### src/sac_common.sv
// Shared constants and the input synchroniser for the serial conversion port.
package sac_pkg;
  localparam int unsigned SAC_RES_W = 16;
  localparam int unsigned SAC_CFG_W = 2;
  localparam int unsigned SAC_CLK_PERIOD_NS = 25;
  localparam int unsigned SAC_CONVERT_STROBE_TIME_NS = 3500;
  localparam int unsigned SAC_CONVERT_STROBE_CYCLES =
    (SAC_CONVERT_STROBE_TIME_NS + SAC_CLK_PERIOD_NS - 1) / SAC_CLK_PERIOD_NS;
  localparam logic [1:0] SAC_CFG_RESET = 2'h2;
  localparam int unsigned SAC_CFG_SGL_BIT = 1;
  localparam int unsigned SAC_CFG_ODD_BIT = 0;
  localparam logic [SAC_RES_W-1:0] SAC_ZERO_CODE = 16'h0000;
  localparam logic [SAC_RES_W-1:0] SAC_FULL_CODE = 16'hFFFF;

  typedef enum logic [1:0] {
    SAC_ST_SAMPLE = 2'h0,
    SAC_ST_CONVERT = 2'h1,
    SAC_ST_SLEEP = 2'h3
  } sac_state_t;
endpackage : sac_pkg

`timescale 1ns/1ps
module sac_sync #(
  parameter int unsigned WIDTH = 1
) (
  input wire logic clock_i,
  input wire logic resetn_i,
  input wire logic [WIDTH-1:0] async_i,
  output logic [WIDTH-1:0] sync_o
);
  logic [WIDTH-1:0] meta_q;

  if (WIDTH < 1) begin : g_bad_width
    $error("sac_sync width must be at least one");
  end

  // Two flip-flops; the first is read only by the second.
  always_ff @(posedge clock_i or negedge resetn_i) begin
    if (!resetn_i) begin
      meta_q <= '0;
      sync_o <= '0;
    end else begin
      meta_q <= async_i;
      sync_o <= meta_q;
    end
  end
endmodule : sac_sync

### src/sac_port.sv
// Conversion sequencer and three-wire serial port of a 16-bit converter.
`timescale 1ns/1ps
module sac_port
  import sac_pkg::*;
#(
  parameter bit TWO_CHANNEL = 1'b1,
  parameter int unsigned CONVERT_STROBE_CYCLES = SAC_CONVERT_STROBE_CYCLES
) (
  input wire logic clock_i,
  input wire logic resetn_i,
  input wire logic convert_strobe_i,
  input wire logic shift_clock_i,
  input wire logic serial_config_in_i,
  input wire logic [SAC_RES_W-1:0] analog_channel_zero_i,
  input wire logic [SAC_RES_W-1:0] analog_channel_one_i,
  output logic serial_result_out_o,
  output logic serial_result_oe_o,
  output logic busy_o,
  output logic sleep_o
);
  localparam int unsigned CNT_W = $clog2(CONVERT_STROBE_CYCLES + 1);

  logic [2:0] pin_sync;
  logic strobe_s, sck_s, sdi_s;
  logic strobe_prev_q, sck_prev_q;
  logic strobe_rise, strobe_fall, sck_rise, sck_fall;
  sac_state_t state_q;
  logic [CNT_W-1:0] cnt_q;
  logic [SAC_RES_W-1:0] pos_q, neg_q, result_q, shreg_q;
  logic [SAC_CFG_W-1:0] cfg_q, cfg_shift_q;
  logic [1:0] cfg_cnt_q;
  logic [SAC_RES_W-1:0] pos_sel, neg_sel;
  logic convert_strobe_done;

  // The length check below cannot span more than 301 cycles.
  if (CONVERT_STROBE_CYCLES < 1 || CONVERT_STROBE_CYCLES > 301) begin : g_bad_convert_strobe_cycles
    $error("conversion length out of range");
  end

  sac_sync #(.WIDTH(3)) u_sync (
    .clock_i(clock_i),
    .resetn_i(resetn_i),
    .async_i({convert_strobe_i, shift_clock_i, serial_config_in_i}),
    .sync_o(pin_sync)
  );
  assign strobe_s = pin_sync[2];
  assign sck_s = pin_sync[1];
  assign sdi_s = pin_sync[0];

  always_ff @(posedge clock_i or negedge resetn_i) begin
    if (!resetn_i) begin
      strobe_prev_q <= 1'b0;
      sck_prev_q <= 1'b0;
    end else begin
      strobe_prev_q <= strobe_s;
      sck_prev_q <= sck_s;
    end
  end
  assign strobe_rise = strobe_s & ~strobe_prev_q;
  assign strobe_fall = ~strobe_s & strobe_prev_q;
  assign sck_rise = sck_s & ~sck_prev_q;
  assign sck_fall = ~sck_s & sck_prev_q;
  assign convert_strobe_done = (state_q == SAC_ST_CONVERT) && (cnt_q == '0);

  // Input multiplexer setting from the captured configuration.
  always_comb begin
    pos_sel = analog_channel_zero_i;
    neg_sel = analog_channel_one_i;
    if (TWO_CHANNEL) begin
      if (cfg_q[SAC_CFG_SGL_BIT]) begin
        pos_sel = cfg_q[SAC_CFG_ODD_BIT] ? analog_channel_one_i : analog_channel_zero_i;
        neg_sel = SAC_ZERO_CODE;
      end else begin
        pos_sel = cfg_q[SAC_CFG_ODD_BIT] ? analog_channel_one_i : analog_channel_zero_i;
        neg_sel = cfg_q[SAC_CFG_ODD_BIT] ? analog_channel_zero_i : analog_channel_one_i;
      end
    end
  end

  // Sequencer: sample, convert, sleep.
  always_ff @(posedge clock_i or negedge resetn_i) begin
    if (!resetn_i) begin
      state_q <= SAC_ST_SAMPLE;
      cnt_q <= '0;
    end else begin
      unique case (state_q)
        SAC_ST_SAMPLE: begin
          if (strobe_rise) begin
            state_q <= SAC_ST_CONVERT;
            cnt_q <= CNT_W'(CONVERT_STROBE_CYCLES - 1);
          end
        end
        SAC_ST_CONVERT: begin
          if (strobe_fall) begin
            state_q <= SAC_ST_SAMPLE;
          end else if (convert_strobe_done) begin
            state_q <= SAC_ST_SLEEP;
          end else begin
            cnt_q <= cnt_q - CNT_W'(1);
          end
        end
        SAC_ST_SLEEP: begin
          if (strobe_fall) begin
            state_q <= SAC_ST_SAMPLE;
          end
        end
        default: state_q <= SAC_ST_SAMPLE;
      endcase
    end
  end

  // Track and hold: inputs are frozen on the rising strobe, result at conversion end.
  always_ff @(posedge clock_i or negedge resetn_i) begin
    if (!resetn_i) begin
      pos_q <= SAC_ZERO_CODE;
      neg_q <= SAC_ZERO_CODE;
      result_q <= SAC_ZERO_CODE;
    end else begin
      if (state_q == SAC_ST_SAMPLE && strobe_rise) begin
        pos_q <= pos_sel;
        neg_q <= neg_sel;
      end
      if (convert_strobe_done && !strobe_fall) begin
        result_q <= (pos_q > neg_q) ? (pos_q - neg_q) : SAC_ZERO_CODE;
      end
    end
  end

  // Result shifter, MSB first, zero fill after the last bit.
  always_ff @(posedge clock_i or negedge resetn_i) begin
    if (!resetn_i) begin
      shreg_q <= SAC_ZERO_CODE;
      serial_result_oe_o <= 1'b0;
    end else begin
      if (strobe_fall) begin
        shreg_q <= result_q;
        serial_result_oe_o <= 1'b1;
      end else if (strobe_s) begin
        serial_result_oe_o <= 1'b0;
      end else if (sck_fall) begin
        shreg_q <= {shreg_q[SAC_RES_W-2:0], 1'b0};
      end
    end
  end
  assign serial_result_out_o = shreg_q[SAC_RES_W-1];

  // Configuration capture: first two rising edges after the strobe falls.
  always_ff @(posedge clock_i or negedge resetn_i) begin
    if (!resetn_i) begin
      cfg_q <= SAC_CFG_RESET;
      cfg_shift_q <= '0;
      cfg_cnt_q <= 2'h0;
    end else begin
      if (strobe_fall) begin
        cfg_cnt_q <= 2'h0;
      end else if (TWO_CHANNEL && !strobe_s && sck_rise && cfg_cnt_q < 2'h2) begin
        cfg_shift_q <= {cfg_shift_q[0], sdi_s};
        cfg_cnt_q <= cfg_cnt_q + 2'h1;
        if (cfg_cnt_q == 2'h1) begin
          cfg_q <= {cfg_shift_q[0], sdi_s};
        end
      end
    end
  end

  always_ff @(posedge clock_i or negedge resetn_i) begin
    if (!resetn_i) begin
      busy_o <= 1'b0;
      sleep_o <= 1'b0;
    end else begin
      busy_o <= (state_q == SAC_ST_CONVERT) && !convert_strobe_done;
      sleep_o <= (state_q == SAC_ST_SLEEP) || (convert_strobe_done && strobe_s && !strobe_fall);
    end
  end

  a_convert_strobe_start: assert property (@(posedge clock_i) disable iff (!resetn_i)
    state_q == SAC_ST_SAMPLE && strobe_rise |=> state_q == SAC_ST_CONVERT)
    else $error("rising strobe did not start a conversion");

  a_convert_strobe_length: assert property (@(posedge clock_i) disable iff (!resetn_i)
    state_q == SAC_ST_CONVERT && cnt_q == CNT_W'(CONVERT_STROBE_CYCLES - 1) && strobe_s
      |-> ##(CONVERT_STROBE_CYCLES - 1) (cnt_q == '0 || !strobe_s))
    else $error("conversion counter length wrong");

  a_sleep_entry: assert property (@(posedge clock_i) disable iff (!resetn_i)
    convert_strobe_done && strobe_s |=> state_q == SAC_ST_SLEEP ##1 sleep_o)
    else $error("no sleep after conversion with strobe high");

  a_fall_enable: assert property (@(posedge clock_i) disable iff (!resetn_i)
    strobe_fall |=> serial_result_oe_o && state_q == SAC_ST_SAMPLE)
    else $error("falling strobe did not enable output");

  a_oe_strobe_low: assert property (@(posedge clock_i) disable iff (!resetn_i)
    serial_result_oe_o |-> $past(!strobe_s))
    else $error("output driven while strobe high");

  a_shift_fall: assert property (@(posedge clock_i) disable iff (!resetn_i)
    sck_fall && !strobe_s && !strobe_fall |=> serial_result_out_o == $past(shreg_q[14]))
    else $error("result bit not advanced on falling shift clock");

  a_zero_fill: assert property (@(posedge clock_i) disable iff (!resetn_i)
    shreg_q == SAC_ZERO_CODE && !strobe_fall |=> !serial_result_out_o)
    else $error("output not zero after result bits");

  a_msb_first: assert property (@(posedge clock_i) disable iff (!resetn_i)
    strobe_fall |=> serial_result_out_o == $past(result_q[SAC_RES_W-1]))
    else $error("first bit is not the most significant");

  a_cfg_limit: assert property (@(posedge clock_i) disable iff (!resetn_i)
    cfg_cnt_q == 2'h2 && !strobe_fall |=> $stable(cfg_q) && cfg_cnt_q == 2'h2)
    else $error("configuration changed after two bits");

  a_result_range: assert property (@(posedge clock_i) disable iff (!resetn_i)
    convert_strobe_done && !strobe_fall && pos_q <= neg_q |=> result_q == SAC_ZERO_CODE)
    else $error("non-positive difference did not give zero code");
endmodule : sac_port

### config.mk
export PLATFORM = sky130hd
export DESIGN_NAME = sac_port
export DESIGN_NICKNAME = d
export VERILOG_FILES = /design/src/sac_common.sv /design/src/sac_port.sv
export SDC_FILE = /design/constraint.sdc
export NUM_CORES = 1
export LEC_CHECK = 0
export ABC_CLOCK_PERIOD_IN_PS = 3400
export BUFFER_PORTS_ARGS = -buffer_cell sky130_fd_sc_hd__buf_2
export CORE_UTILIZATION = 40
export DETAILED_ROUTE_END_ITERATION = 7
export PLACE_DENSITY_LB_ADDON = 0.1
export REMOVE_ABC_BUFFERS = 1
export SYNTH_ARGS = -nofsm -noshare
export SYNTH_HDL_FRONTEND = slang
export SYNTH_SLANG_ARGS = --single-unit
### constraint.sdc
create_clock -name clock_i -period 3.4 [get_ports clock_i]
set_input_delay 0.17 -clock clock_i [delete_from_list [all_inputs] [get_ports clock_i]]
set_output_delay 0.17 -clock clock_i [all_outputs]
set_load 0.03 [all_outputs]
==> impl_metrics.yaml, run 1 <==
clocking:
  root_buffer: "clkbuf_16"
  clk_transition_reported_paths_ns: 0.07
  cts_htree_levels: 3
  clockBufferDepth: 2
  ctsResizeCount: 0
  cts_tree: "built"
  clkSinkCount: 90
  post_cts_buffers: 0
  worstSkewPairLatency_ns: 0.34
  cts_made_buffers: 9
worst_setup_path:
  cp_num_buf_inv: 1
  rr_worst_depth: 7
  cpPeakStageDelay_ns: 0.56
  endpoint_kind: "flop"
  timing.rr.start: "cnt_q[4]"
  path_cells: "or4_4 > or4b_4 > or3_4 > a41oi_2 > o31ai_1 > buf_4 > o31ai_1"
  path_class: "flop to flop"
  path_common_cell: "o31ai_1"
  slowest_stage: "or4_4"
  crit_cells: 7
  cp_max_fo: 17
  required_ns: 3.65
  worst_ep_arrival_time_ns: 3.06
  timing.rr.end: "result_q[14]"
  start_kind: "flop"
  path_delay_family: "simple AND/OR/NAND/NOR gates"
  r2r_slack_ns: 0.59
layout:
  multi_input_comb_area_um2: 2280
  fin_nets: 578
  area_growth_syn_to_layout_pct: 13.3
  design_area_um2: 5400
  seqCellArea_um2: 2250
  antennaDiodeCount: 0
  drive_above_1_share_pct: 14.4
  fillerInstances: 1121
  finalNonFillerCells: 669
pwr:
  total_power_mw: 3.76
  vdd_ir_drop_max_v: 0.000366
  power.leakage_nw: 2.39
  power_density_nw_per_um2: 695
die:
  die_h_um: 111
  io_pins: 41
  die-area_um2: 12400
  row_count: 39
  core_area_um2: 11500
  die_w_um: 111
  initial_core_util_pct: 41.4
timing:
  tightest_slew_ns: 0.919
  relSlewSlack_pct: 38.7
  max_freq_ghz: 0.356
  skew_ns: 0.00506
  tns_ns: 0
  slew_violations: 0
  finalWorstSetupSlack_ns: 0.588
  fin_crit_ns: 2.81
  hold_violations: 0
  finalSetupViolations: 0
  rsz0062_at_grt: "false"
  period_share_pct: 82.7
logic_synthesis:
  synth_top_area_share_pct: 46.7
  yosysWarnings: 0
  ys_top_cells_by_area: "dfrtp_1 (47%), mux2i_1 (9.9%), o21ai_0 (6.4%)"
  synth-main-ff-cell: "dfrtp_1"
  ys_types: 49
  synth_compound_area_share_pct: 15.5
  post-synth-top-area-cell: "dfrtp_1"
  ys_seq_elements: 90
  yosys.area_share.adder_pct: 5.41
  ys_seq_area_share_pct: 47.3
  synthSimpleGateAreaFrac_pct: 13.9
  synthesis.area_um2: 4770
  async_flop_share_pct: 100
  synth_xor_xnor_area_share_pct: 2.39
  synth_mux_area_share_pct: 10.6
  synth_edf_count: 0
  synth_top_family_by_area: "compound AO/OA/AOI/OAI gates"
  syn_inst: 490
  synth_area_per_cell_um2: 9.73
route:
  finalWirelength_um: 9450
  via_per_inst: 5.24
  post_drt_wl_per_cell_um: 14.1
  dr.pass1.iters: 6
  antenna_left: 0
  routed-via-count: 3508
  drcViolationCount: 2
  dr.first_iter.drc_count: 139
global_route:
  grtUsageTotal_pct: 16.7
  antenna_found_initial: 0
  first_global_vias: 3467
  overflow: 0
  grt_max_degree: 70
  grt_pass1_wl_um: 16500
min_path:
  holdPathEnd: "pos_q[14]"
  hp-start: "analog_channel_zero_i[14]"
  min_path_cells: 3
  min_path_type: "input port to flop"
placement:
  placed_cells: 649
  placed_cell_area_um2: 5070
  post-place-ws_ns: 0.606
  gp_congestion: 0.798
  hpwl_um: 6700
  io_buffers: 40
status:
  violations: "design-rule violations"
  status: "complete, but fails checks"
flow_run:
  cap_violations: 0
## worst max-delay path by stage
stage | from | endpoint | slack [ns]
final | cnt_q[4] | result_q[14] | 0.59
after global routing | cnt_q[4] | result_q[14] | 0.50
after CTS | cnt_q[4] | result_q[14] | 0.59
after detailed placement | cnt_q[4] | result_q[14] | 0.61
after global placement | cnt_q[4] | result_q[14] | 0.65
after floorplan | cnt_q[4] | result_q[14] | 0.71
## per-layer routing
metal / part of all wire (%) / GRT usage (%) / routed length [µm] / vias to the layer above
li1: - / - / - / 1790
met1: 52 / 23.4 / 4890 / 1668
met2: 44 / 25.7 / 4190 / 43
met3: 2.7 / 3.61 / 254 / 7
met4: 1.2 / 5.77 / 110 / 0
met5: 0 / 0 / 0 / -
## per-stage QoR
stage | utilization, % | hold slack (ns)
final | 46.9 | 0.132
after global routing | 46.9 | 0.138
after CTS | 46.9 | 0.127
after detailed placement | 44.0 | 0.280
after global placement | 44.0 | 0.278
after floorplan | - | -0.126
## placed cells by master, fill, tap and decap left out, types with 2 or more instances in the layout
master,count
o21ai_0,61
o2111ai_1,2
nor3_1,8
or3_1,20
inv_1,27
o31ai_1,3
nand2b_1,4
buf_4,7
xnor2_1,7
a31oi_1,3
clkinv_2,3
xor2_1,6
a21boi_0,3
clkinvlp_4,2
a32o_1,5
o21ai_1,9
mux2i_1,47
mux2_2,3
o21bai_1,3
nand4_1,3
buf_2,39
o211ai_1,5
nand3_1,10
ha_1,19
nor2b_1,4
nand2_1,60
dlygate4sd3_1,4
dfrtp_1,88
a21oi_1,19
nor2_1,17
clkbuf_16,9
## cell usage after synthesis, drive strengths merged, types with 2 or more instances
| master | number |
|---|---|
| mux2i | 47 |
| o21bai | 3 |
| mux2 | 3 |
| ha | 19 |
| dfrtp | 89 |
| nand4 | 3 |
| o2111ai | 2 |
| a31oi | 3 |
| nor2 | 17 |
| inv | 27 |
| a21oi | 19 |
| nand2 | 60 |
| buf | 4 |
| nand3 | 10 |
| nor3 | 8 |
| clkbuf | 26 |
| or4b | 2 |
| or3 | 21 |
| nand2b | 4 |
| xnor2 | 7 |
| o21ai | 71 |
| o31ai | 3 |
| a32o | 5 |
| o211ai | 5 |
| nor2b | 5 |
| a21boi | 3 |
| xor2 | 6 |
| nor4b | 2 |
## cell type report
type | count | area share [%]
clock buffer | 9 | 4.17
clock inverter | 7 | 1.27
inverter | 27 | 1.88
multi-input combinational | 343 | 42.3
sequential | 90 | 41.7
tap | 143 | 3.31
timing repair buffer | 50 | 5.33
## timing repair
| action | 4_1_cts | 5_1_grt |
|---|---|---|
| endpoints found under the hold margin | 69 | 0 |
| endpoints found under the setup margin | 0 | 0 |
| hold buffers | 4 | 0 |
## tightest hold or removal path, delay by kind of cell
kind	cells	cell delay, ns
AO/OA/AOI/OAI	1	0.13
multiplexers	1	0.05
buffers and inverters	1	0.08
## sequential cells by signal, summed over array words and instances (netlist names), 2 cells and up
signal         cells
cfg_cnt_q          2
cfg_q              2
cnt_q              8
neg_q             16
pos_q             16
result_q          16
shreg_q           16
state_q            2
u_sync.meta_q      3
u_sync.sync_o      3
## where the power goes
group,total [mW],switching (mW),internal [mW],leakage [nW]
combinational,1.28,0.726,0.559,1.09
sequential,1.48,0.205,1.28,1.16
clock,0.989,0.421,0.568,0.142
total,3.76,1.35,2.40,2.39
## logic make-up (layout without fill, tap and decap cells)
| group | count (synthesis) | count (layout) |
|---|---|---|
| AND/OR/NAND/NOR | 136 | 136 |
| AO/OA/AOI/OAI | 124 | 124 |
| flip-flops | 90 | 90 |
| buffers and inverters | 57 | 93 |
| multiplexers | 50 | 50 |
| adder cells (fa/ha/maj) | 20 | 20 |
| XOR/XNOR | 13 | 13 |
(Power assumes the default switching activity.)
==> run 2: changes to the inputs <==
Settings changed: ABC_AREA from default to 1, ABC_CLOCK_PERIOD_IN_PS 3400 to 2600.
Clock period 3.4 ns to 2.6 ns, I/O delays scaled along.
==> run 2 against run 1 <==
Against the previous run:
- the flow now finishes without violations
- sequential share of layout area down 2.5 points
- synthesized area grew 6.8%
- non-clock buffer count decreased by 1
- global-route usage grew 1.7 points
- combinational power grew to 2.8 times the previous value
- via count increased by 20%
- core utilization grew 0.18 points
- cell area rose by 6.4%
- fmax rose by 41%
- clock skew increased by 0.0015 ns
- synthesized cell count rose by 34%
- hold slack got worse by 0.088 ns
- largest cell class unchanged
- largest power group is now combinational cells
==> impl_metrics.yaml, run 2 <==
die:
  core_area_um2: 12200
  die_w_um: 115
  io_pins: 41
  die-area_um2: 13200
  initial_core_util_pct: 41.7
  die_h_um: 115
  row_count: 40
route:
  dr.first_iter.drc_count: 205
  post_drt_wl_per_cell_um: 12.3
  antenna_left: 0
  finalWirelength_um: 10700
  via_per_inst: 4.85
  routed-via-count: 4203
  drcViolationCount: 0
  dr.pass1.iters: 6
clocking:
  root_buffer: "clkbuf_16"
  clockBufferDepth: 2
  hold_buffers: 4
  cts_made_buffers: 9
  ctsResizeCount: 0
  worstSkewPairLatency_ns: 0.35
  post_cts_buffers: 0
  cts_htree_levels: 3
  clk_transition_reported_paths_ns: 0.06
  cts_tree: "built"
  clkSinkCount: 90
layout:
  drive_above_1_share_pct: 11.7
  final_common_cell: "nand2_1"
  multi_input_comb_area_um2: 2370
  fin_nets: 751
  seqCellArea_um2: 2250
  area_growth_syn_to_layout_pct: 12.9
  antennaDiodeCount: 0
  mostFrequentLayoutCells: "nand2_1 (195), dfrtp_1 (89), inv_1 (88), nor2_1 (84), buf_2 (39)"
  fillerInstances: 1276
global_route:
  grtUsageTotal_pct: 18.4
  antenna_found_initial: 0
  grt_use_met2_pct: 29.4
  met1_usage_pct: 24.7
  overflow: 0
  first_global_vias: 4009
  grt_pass1_wl_um: 18900
  grt.busiest_layer: "met2"
  grt_max_degree: 49
  grt_use_met3_pct: 3.06
placement:
  io_buffers: 40
  gp_congestion: 0.814
  hpwl_um: 7900
pwr:
  power_density_nw_per_um2: 1220
  power.leakage_nw: 2.89
  vdd_ir_drop_max_v: 0.000530
  total_power_mw: 7.03
status:
  status: "finished, final reports clean"
logic_synthesis:
  synth.most_common_cell: "nand2_1"
  async_flop_share_pct: 100
  post-synth-top-area-cell: "dfrtp_1"
  netlist_top_cells_count: "nand2_1 (195), dfrtp_1 (89), inv_1 (88)"
  synth_top_area_share_pct: 43.7
  synth_edf_count: 0
  ys_top_cells_by_area: "dfrtp_1 (44%), nand2_1 (14%), inv_1 (6.5%)"
  synthesis.area_um2: 5090
  syn_inst: 656
  yosysWarnings: 0
  synth_area_per_cell_um2: 7.76
  ys_types: 42
  ys_seq_area_share_pct: 44.3
  synth-main-ff-cell: "dfrtp_1"
  ys_seq_elements: 90
timing:
  tns_ns: 0
  max_freq_ghz: 0.501
  tightest_slew_ns: 0.979
  period_share_pct: 76.7
  skew_ns: 0.00658
  finalSetupViolations: 0
  relSlewSlack_pct: 34.6
  rsz0062_at_grt: "false"
  slew_violations: 0
  fin_crit_ns: 2.00
  hold_violations: 0
worst_setup_path:
  timing.rr.end: "result_q[11]"
  timing.rr.start: "pos_q[0]"
  start_kind: "flop"
  cpPeakStageDelay_ns: 0.41
  cp_num_buf_inv: 2
  cp_max_fo: 4
  endpoint_kind: "flop"
  path_common_cell: "nand2_1"
  worst_ep_arrival_time_ns: 2.27
  path_class: "flop to flop"
  required_ns: 2.87
  rr_worst_depth: 12
  path_delay_family: "adder cells"
  slowest_stage: "fa_1"
  r2r_slack_ns: 0.60
  path_cells: "inv_1 > ha_1 > fa_1 > inv_1 > nand2_1 > nand2_1 > nand3_1 > nand2_1 > nand2_1 > nand2_2 > nand3_1 > o21ai_1"
flow_run:
  cap_violations: 0
min_path:
  holdPathEnd: "pos_q[4]"
  min_path_type: "input port to flop"
  hp-start: "analog_channel_zero_i[4]"
  min_path_cells: 3
## run 2: how the worst max path moves through the flow
stage / from / end / slack, ns / cells past startpoint
floorplan: cfg_q[0] / neg_q[10] / 0.79 / 3
global placement: pos_q[0] / result_q[11] / 0.66 / 12
detailed placement: pos_q[0] / result_q[9] / 0.61 / 12
CTS: pos_q[0] / result_q[9] / 0.59 / 12
global route: pos_q[0] / result_q[9] / 0.40 / 12
finish: pos_q[0] / result_q[11] / 0.60 / 12
## run 2: cells by family after synthesis
group | after synthesis | share of synthesized area, %
flops | 90 | 44.3
compound gates | 90 | 12.5
buf+inv | 113 | 9.22
mux | 2 | 0.418
xor+xnor | 9 | 1.55
fa+ha+maj | 20 | 5.06
simple gates | 332 | 27.0
## run 2: layout make-up
class,count,share of cell area (%)
well taps,168,3.66
inverters,91,5.94
multi-input cells,453,41.2
flip-flops and latches,90,39.2
repair buffers,49,5.09
clock inverters,3,0.740
clock buffers,13,4.18
## run 2: metrics by stage
stage,hold slack [ns],instances,setup WS (ns),cell area (µm²),utilization (%)
2_1_floorplan,-0.166,634,0.790,4960,-
3_3_place_gp,0.164,847,0.657,5430,44.4
3_5_place_dp,0.168,847,0.611,5430,44.4
4_1_cts,0.0270,867,0.590,5750,47.1
5_1_grt,0.0555,867,0.396,5750,47.1
6_report,0.0439,867,0.605,5750,47.1
## run 2: power breakdown
part / leakage (nW) / switching, mW / internal [mW] / total [mW]
combinational: 1.68 / 2.26 / 1.33 / 3.59
sequential: 1.08 / 0.259 / 1.91 / 2.16
clock: 0.134 / 0.527 / 0.745 / 1.27
total: 2.89 / 3.05 / 3.98 / 7.03
## run 2: tightest hold or removal path, delay by kind of cell
family,cells,cell delay (ns)
buf+inv,1,0.10
simple gates,1,0.05
compound gates,1,0.07
## run 2: layer usage
metal	wire length (µm)	share of wire (%)	up-vias
li1	-	-	2186
met1	5380	50	1961
met3	223	2.1	13
met2	4850	45	43
met4	212	2.0	0
met5	0	0	-
==> run 3: changes to the inputs <==
Settings changed: ABC_CLOCK_PERIOD_IN_PS 2600 to 1800.
Clock period 2.6 ns to 1.8 ns, I/O delays scaled along.
==> run 3 against run 2 <==
Against the previous run:
- wire length up 3.0%
- global-route usage up 0.42 points
- hold slack worse by 0.035 ns
- register-to-register slack worse by 0.59 ns
- clock power up 39%
- sequential power up 48%
- die area unchanged
- fmax up 12%
- via count up 2.8%
- total power up 60%
- largest cell class unchanged
==> impl_metrics.yaml, run 3 (synthesized netlist as in run 2, its figures left out) <==
layout:
  fin_util_pct: 50.9
  antennaDiodeCount: 0
  fillerInstances: 1266
  drive_above_1_share_pct: 20.0
  final_common_cell: "nand2_1"
  fin_nets: 773
  mostFrequentLayoutCells: "nand2_1 (188), dfrtp_1 (89), inv_1 (87), nor2_1 (79), buf_2 (39)"
  area_growth_syn_to_layout_pct: 22.0
min_path:
  min_path_type: "input port to flop"
worst_setup_path:
  required_ns: 2.08
  path_class: "flop to flop"
  r2r_slack_ns: 0.02
  cp_max_fo: 5
  cpPeakStageDelay_ns: 0.35
  cp_num_buf_inv: 2
  worst_ep_arrival_time_ns: 2.06
  endpoint_kind: "flop"
  start_kind: "flop"
  path_delay_family: "simple AND/OR/NAND/NOR gates"
  path_cells: "inv_1 > ha_2 > fa_2 > inv_2 > nand2_2 > nand2_2 > nand3_2 > nand2_2 > nand2_2 > nand2_4 > nand3_4 > o21ai_2"
  slowest_stage: "fa_2"
  path_common_cell: "nand2_2"
timing:
  tns_ns: 0
  fin_crit_ns: 1.78
  finalSetupViolations: 0
  tightest_slew_ns: 0.486
  max_freq_ghz: 0.561
  rsz0062_at_grt: "true"
  slew_violations: 0
  skew_ns: 0.00575
  hold_violations: 0
  hold_slack_ns: 0.00872
  period_share_pct: 99.1
  relSlewSlack_pct: 67.6
flow_run:
  cap_violations: 0
clocking:
  worstSkewPairLatency_ns: 0.35
  clk_transition_reported_paths_ns: 0.06
  clkSinkCount: 90
  cts_htree_levels: 3
  clockBufferDepth: 2
  cts_tree: "built"
  cts_made_buffers: 9
  root_buffer: "clkbuf_16"
placement:
  hpwl_um: 7820
  io_buffers: 40
  gp_congestion: 0.817
route:
  post_drt_wl_per_cell_um: 12.4
  via_per_inst: 4.86
  antenna_left: 0
  routed-via-count: 4321
  dr.pass1.iters: 4
  finalWirelength_um: 11000
  dr.first_iter.drc_count: 172
  drcViolationCount: 0
pwr:
  power.leakage_nw: 3.03
  vdd_ir_drop_max_v: 0.000680
  power_density_nw_per_um2: 1810
die:
  core_area_um2: 12200
  die_h_um: 115
  initial_core_util_pct: 41.7
  die_w_um: 115
  row_count: 40
  die-area_um2: 13200
  io_pins: 41
global_route:
  antenna_found_initial: 0
  grt_pass1_wl_um: 19500
  overflow: 0
  first_global_vias: 4240
  grtUsageTotal_pct: 18.8
  grt_max_degree: 91
status:
  status: "finished, final reports clean"
-- run 3: metrics by stage --
stage | total power [mW] | setup slack [ns] | instances | area, µm²
floorplan | 7.12 | -0.0102 | 634 | 4960
global placement | 8.48 | -0.0828 | 861 | 5560
detailed placement | 8.57 | -0.112 | 861 | 5560
CTS | 10.6 | 0.00101 | 888 | 5990
global route | 12.3 | -0.0829 | 889 | 6210
finish | 11.2 | 0.0171 | 889 | 6210
-- run 3: where the power goes --
group | internal [mW] | total (mW) | switching (mW) | leakage (nW)
clock | 0.974 | 1.76 | 0.786 | 0.133
sequential | 2.75 | 3.19 | 0.436 | 1.08
combinational | 2.61 | 6.29 | 3.68 | 1.82
-- run 3: final timing paths --
path                                           from                to  cells past startpoint
min in group asynchronous                  resetn_i          cnt_q[6]                      3
setup reg to reg                           pos_q[0]       result_q[8]                     12
hold / removal             analog_channel_zero_i[8]          pos_q[8]                      3
hold reg to reg                    u_sync.meta_q[1]  u_sync.sync_o[1]                      0
max in group asynchronous                  resetn_i          cfg_q[1]                      3
setup / recovery                           pos_q[0]       result_q[8]                     12
-- run 3: area by class of cell --
cell class	count	area (µm²)	area share [%]
Inverter	91	342	5.50
Clock inverter	4	26.3	0.423
Timing Repair Buffer	70	488	7.86
Sequential cell	90	2250	36.3
Multi-Input combinational cell	454	2650	42.6
Tap cell	168	210	3.38
Clock buffer	12	246	3.97
-- run 3: worst min-delay path, delay by kind of cell --
family | cells | cell delay (ns)
buffers and inverters | 1 | 0.10
AND/OR/NAND/NOR | 1 | 0.05
AO/OA/AOI/OAI | 1 | 0.07
-- run 3: layer usage --
| metal | routed length [µm] | global-route usage, % | vias up |
|---|---|---|---|
| met3 | 319 | 4.59 | 12 |
| li1 | - | - | 2228 |
| met2 | 5100 | 30.5 | 55 |
| met4 | 146 | 5.71 | 0 |
| met1 | 5430 | 25.0 | 2026 |
| met5 | 0 | 0 | - |
-- run 3: repair_timing --
action,CTS,global route
buffers inserted,1,1
pin swaps,3,4
hold buffers,9,0
hold endpoints to repair,96,0
gates cloned,1,0
resized for setup,13,38
setup endpoints to repair,16,16
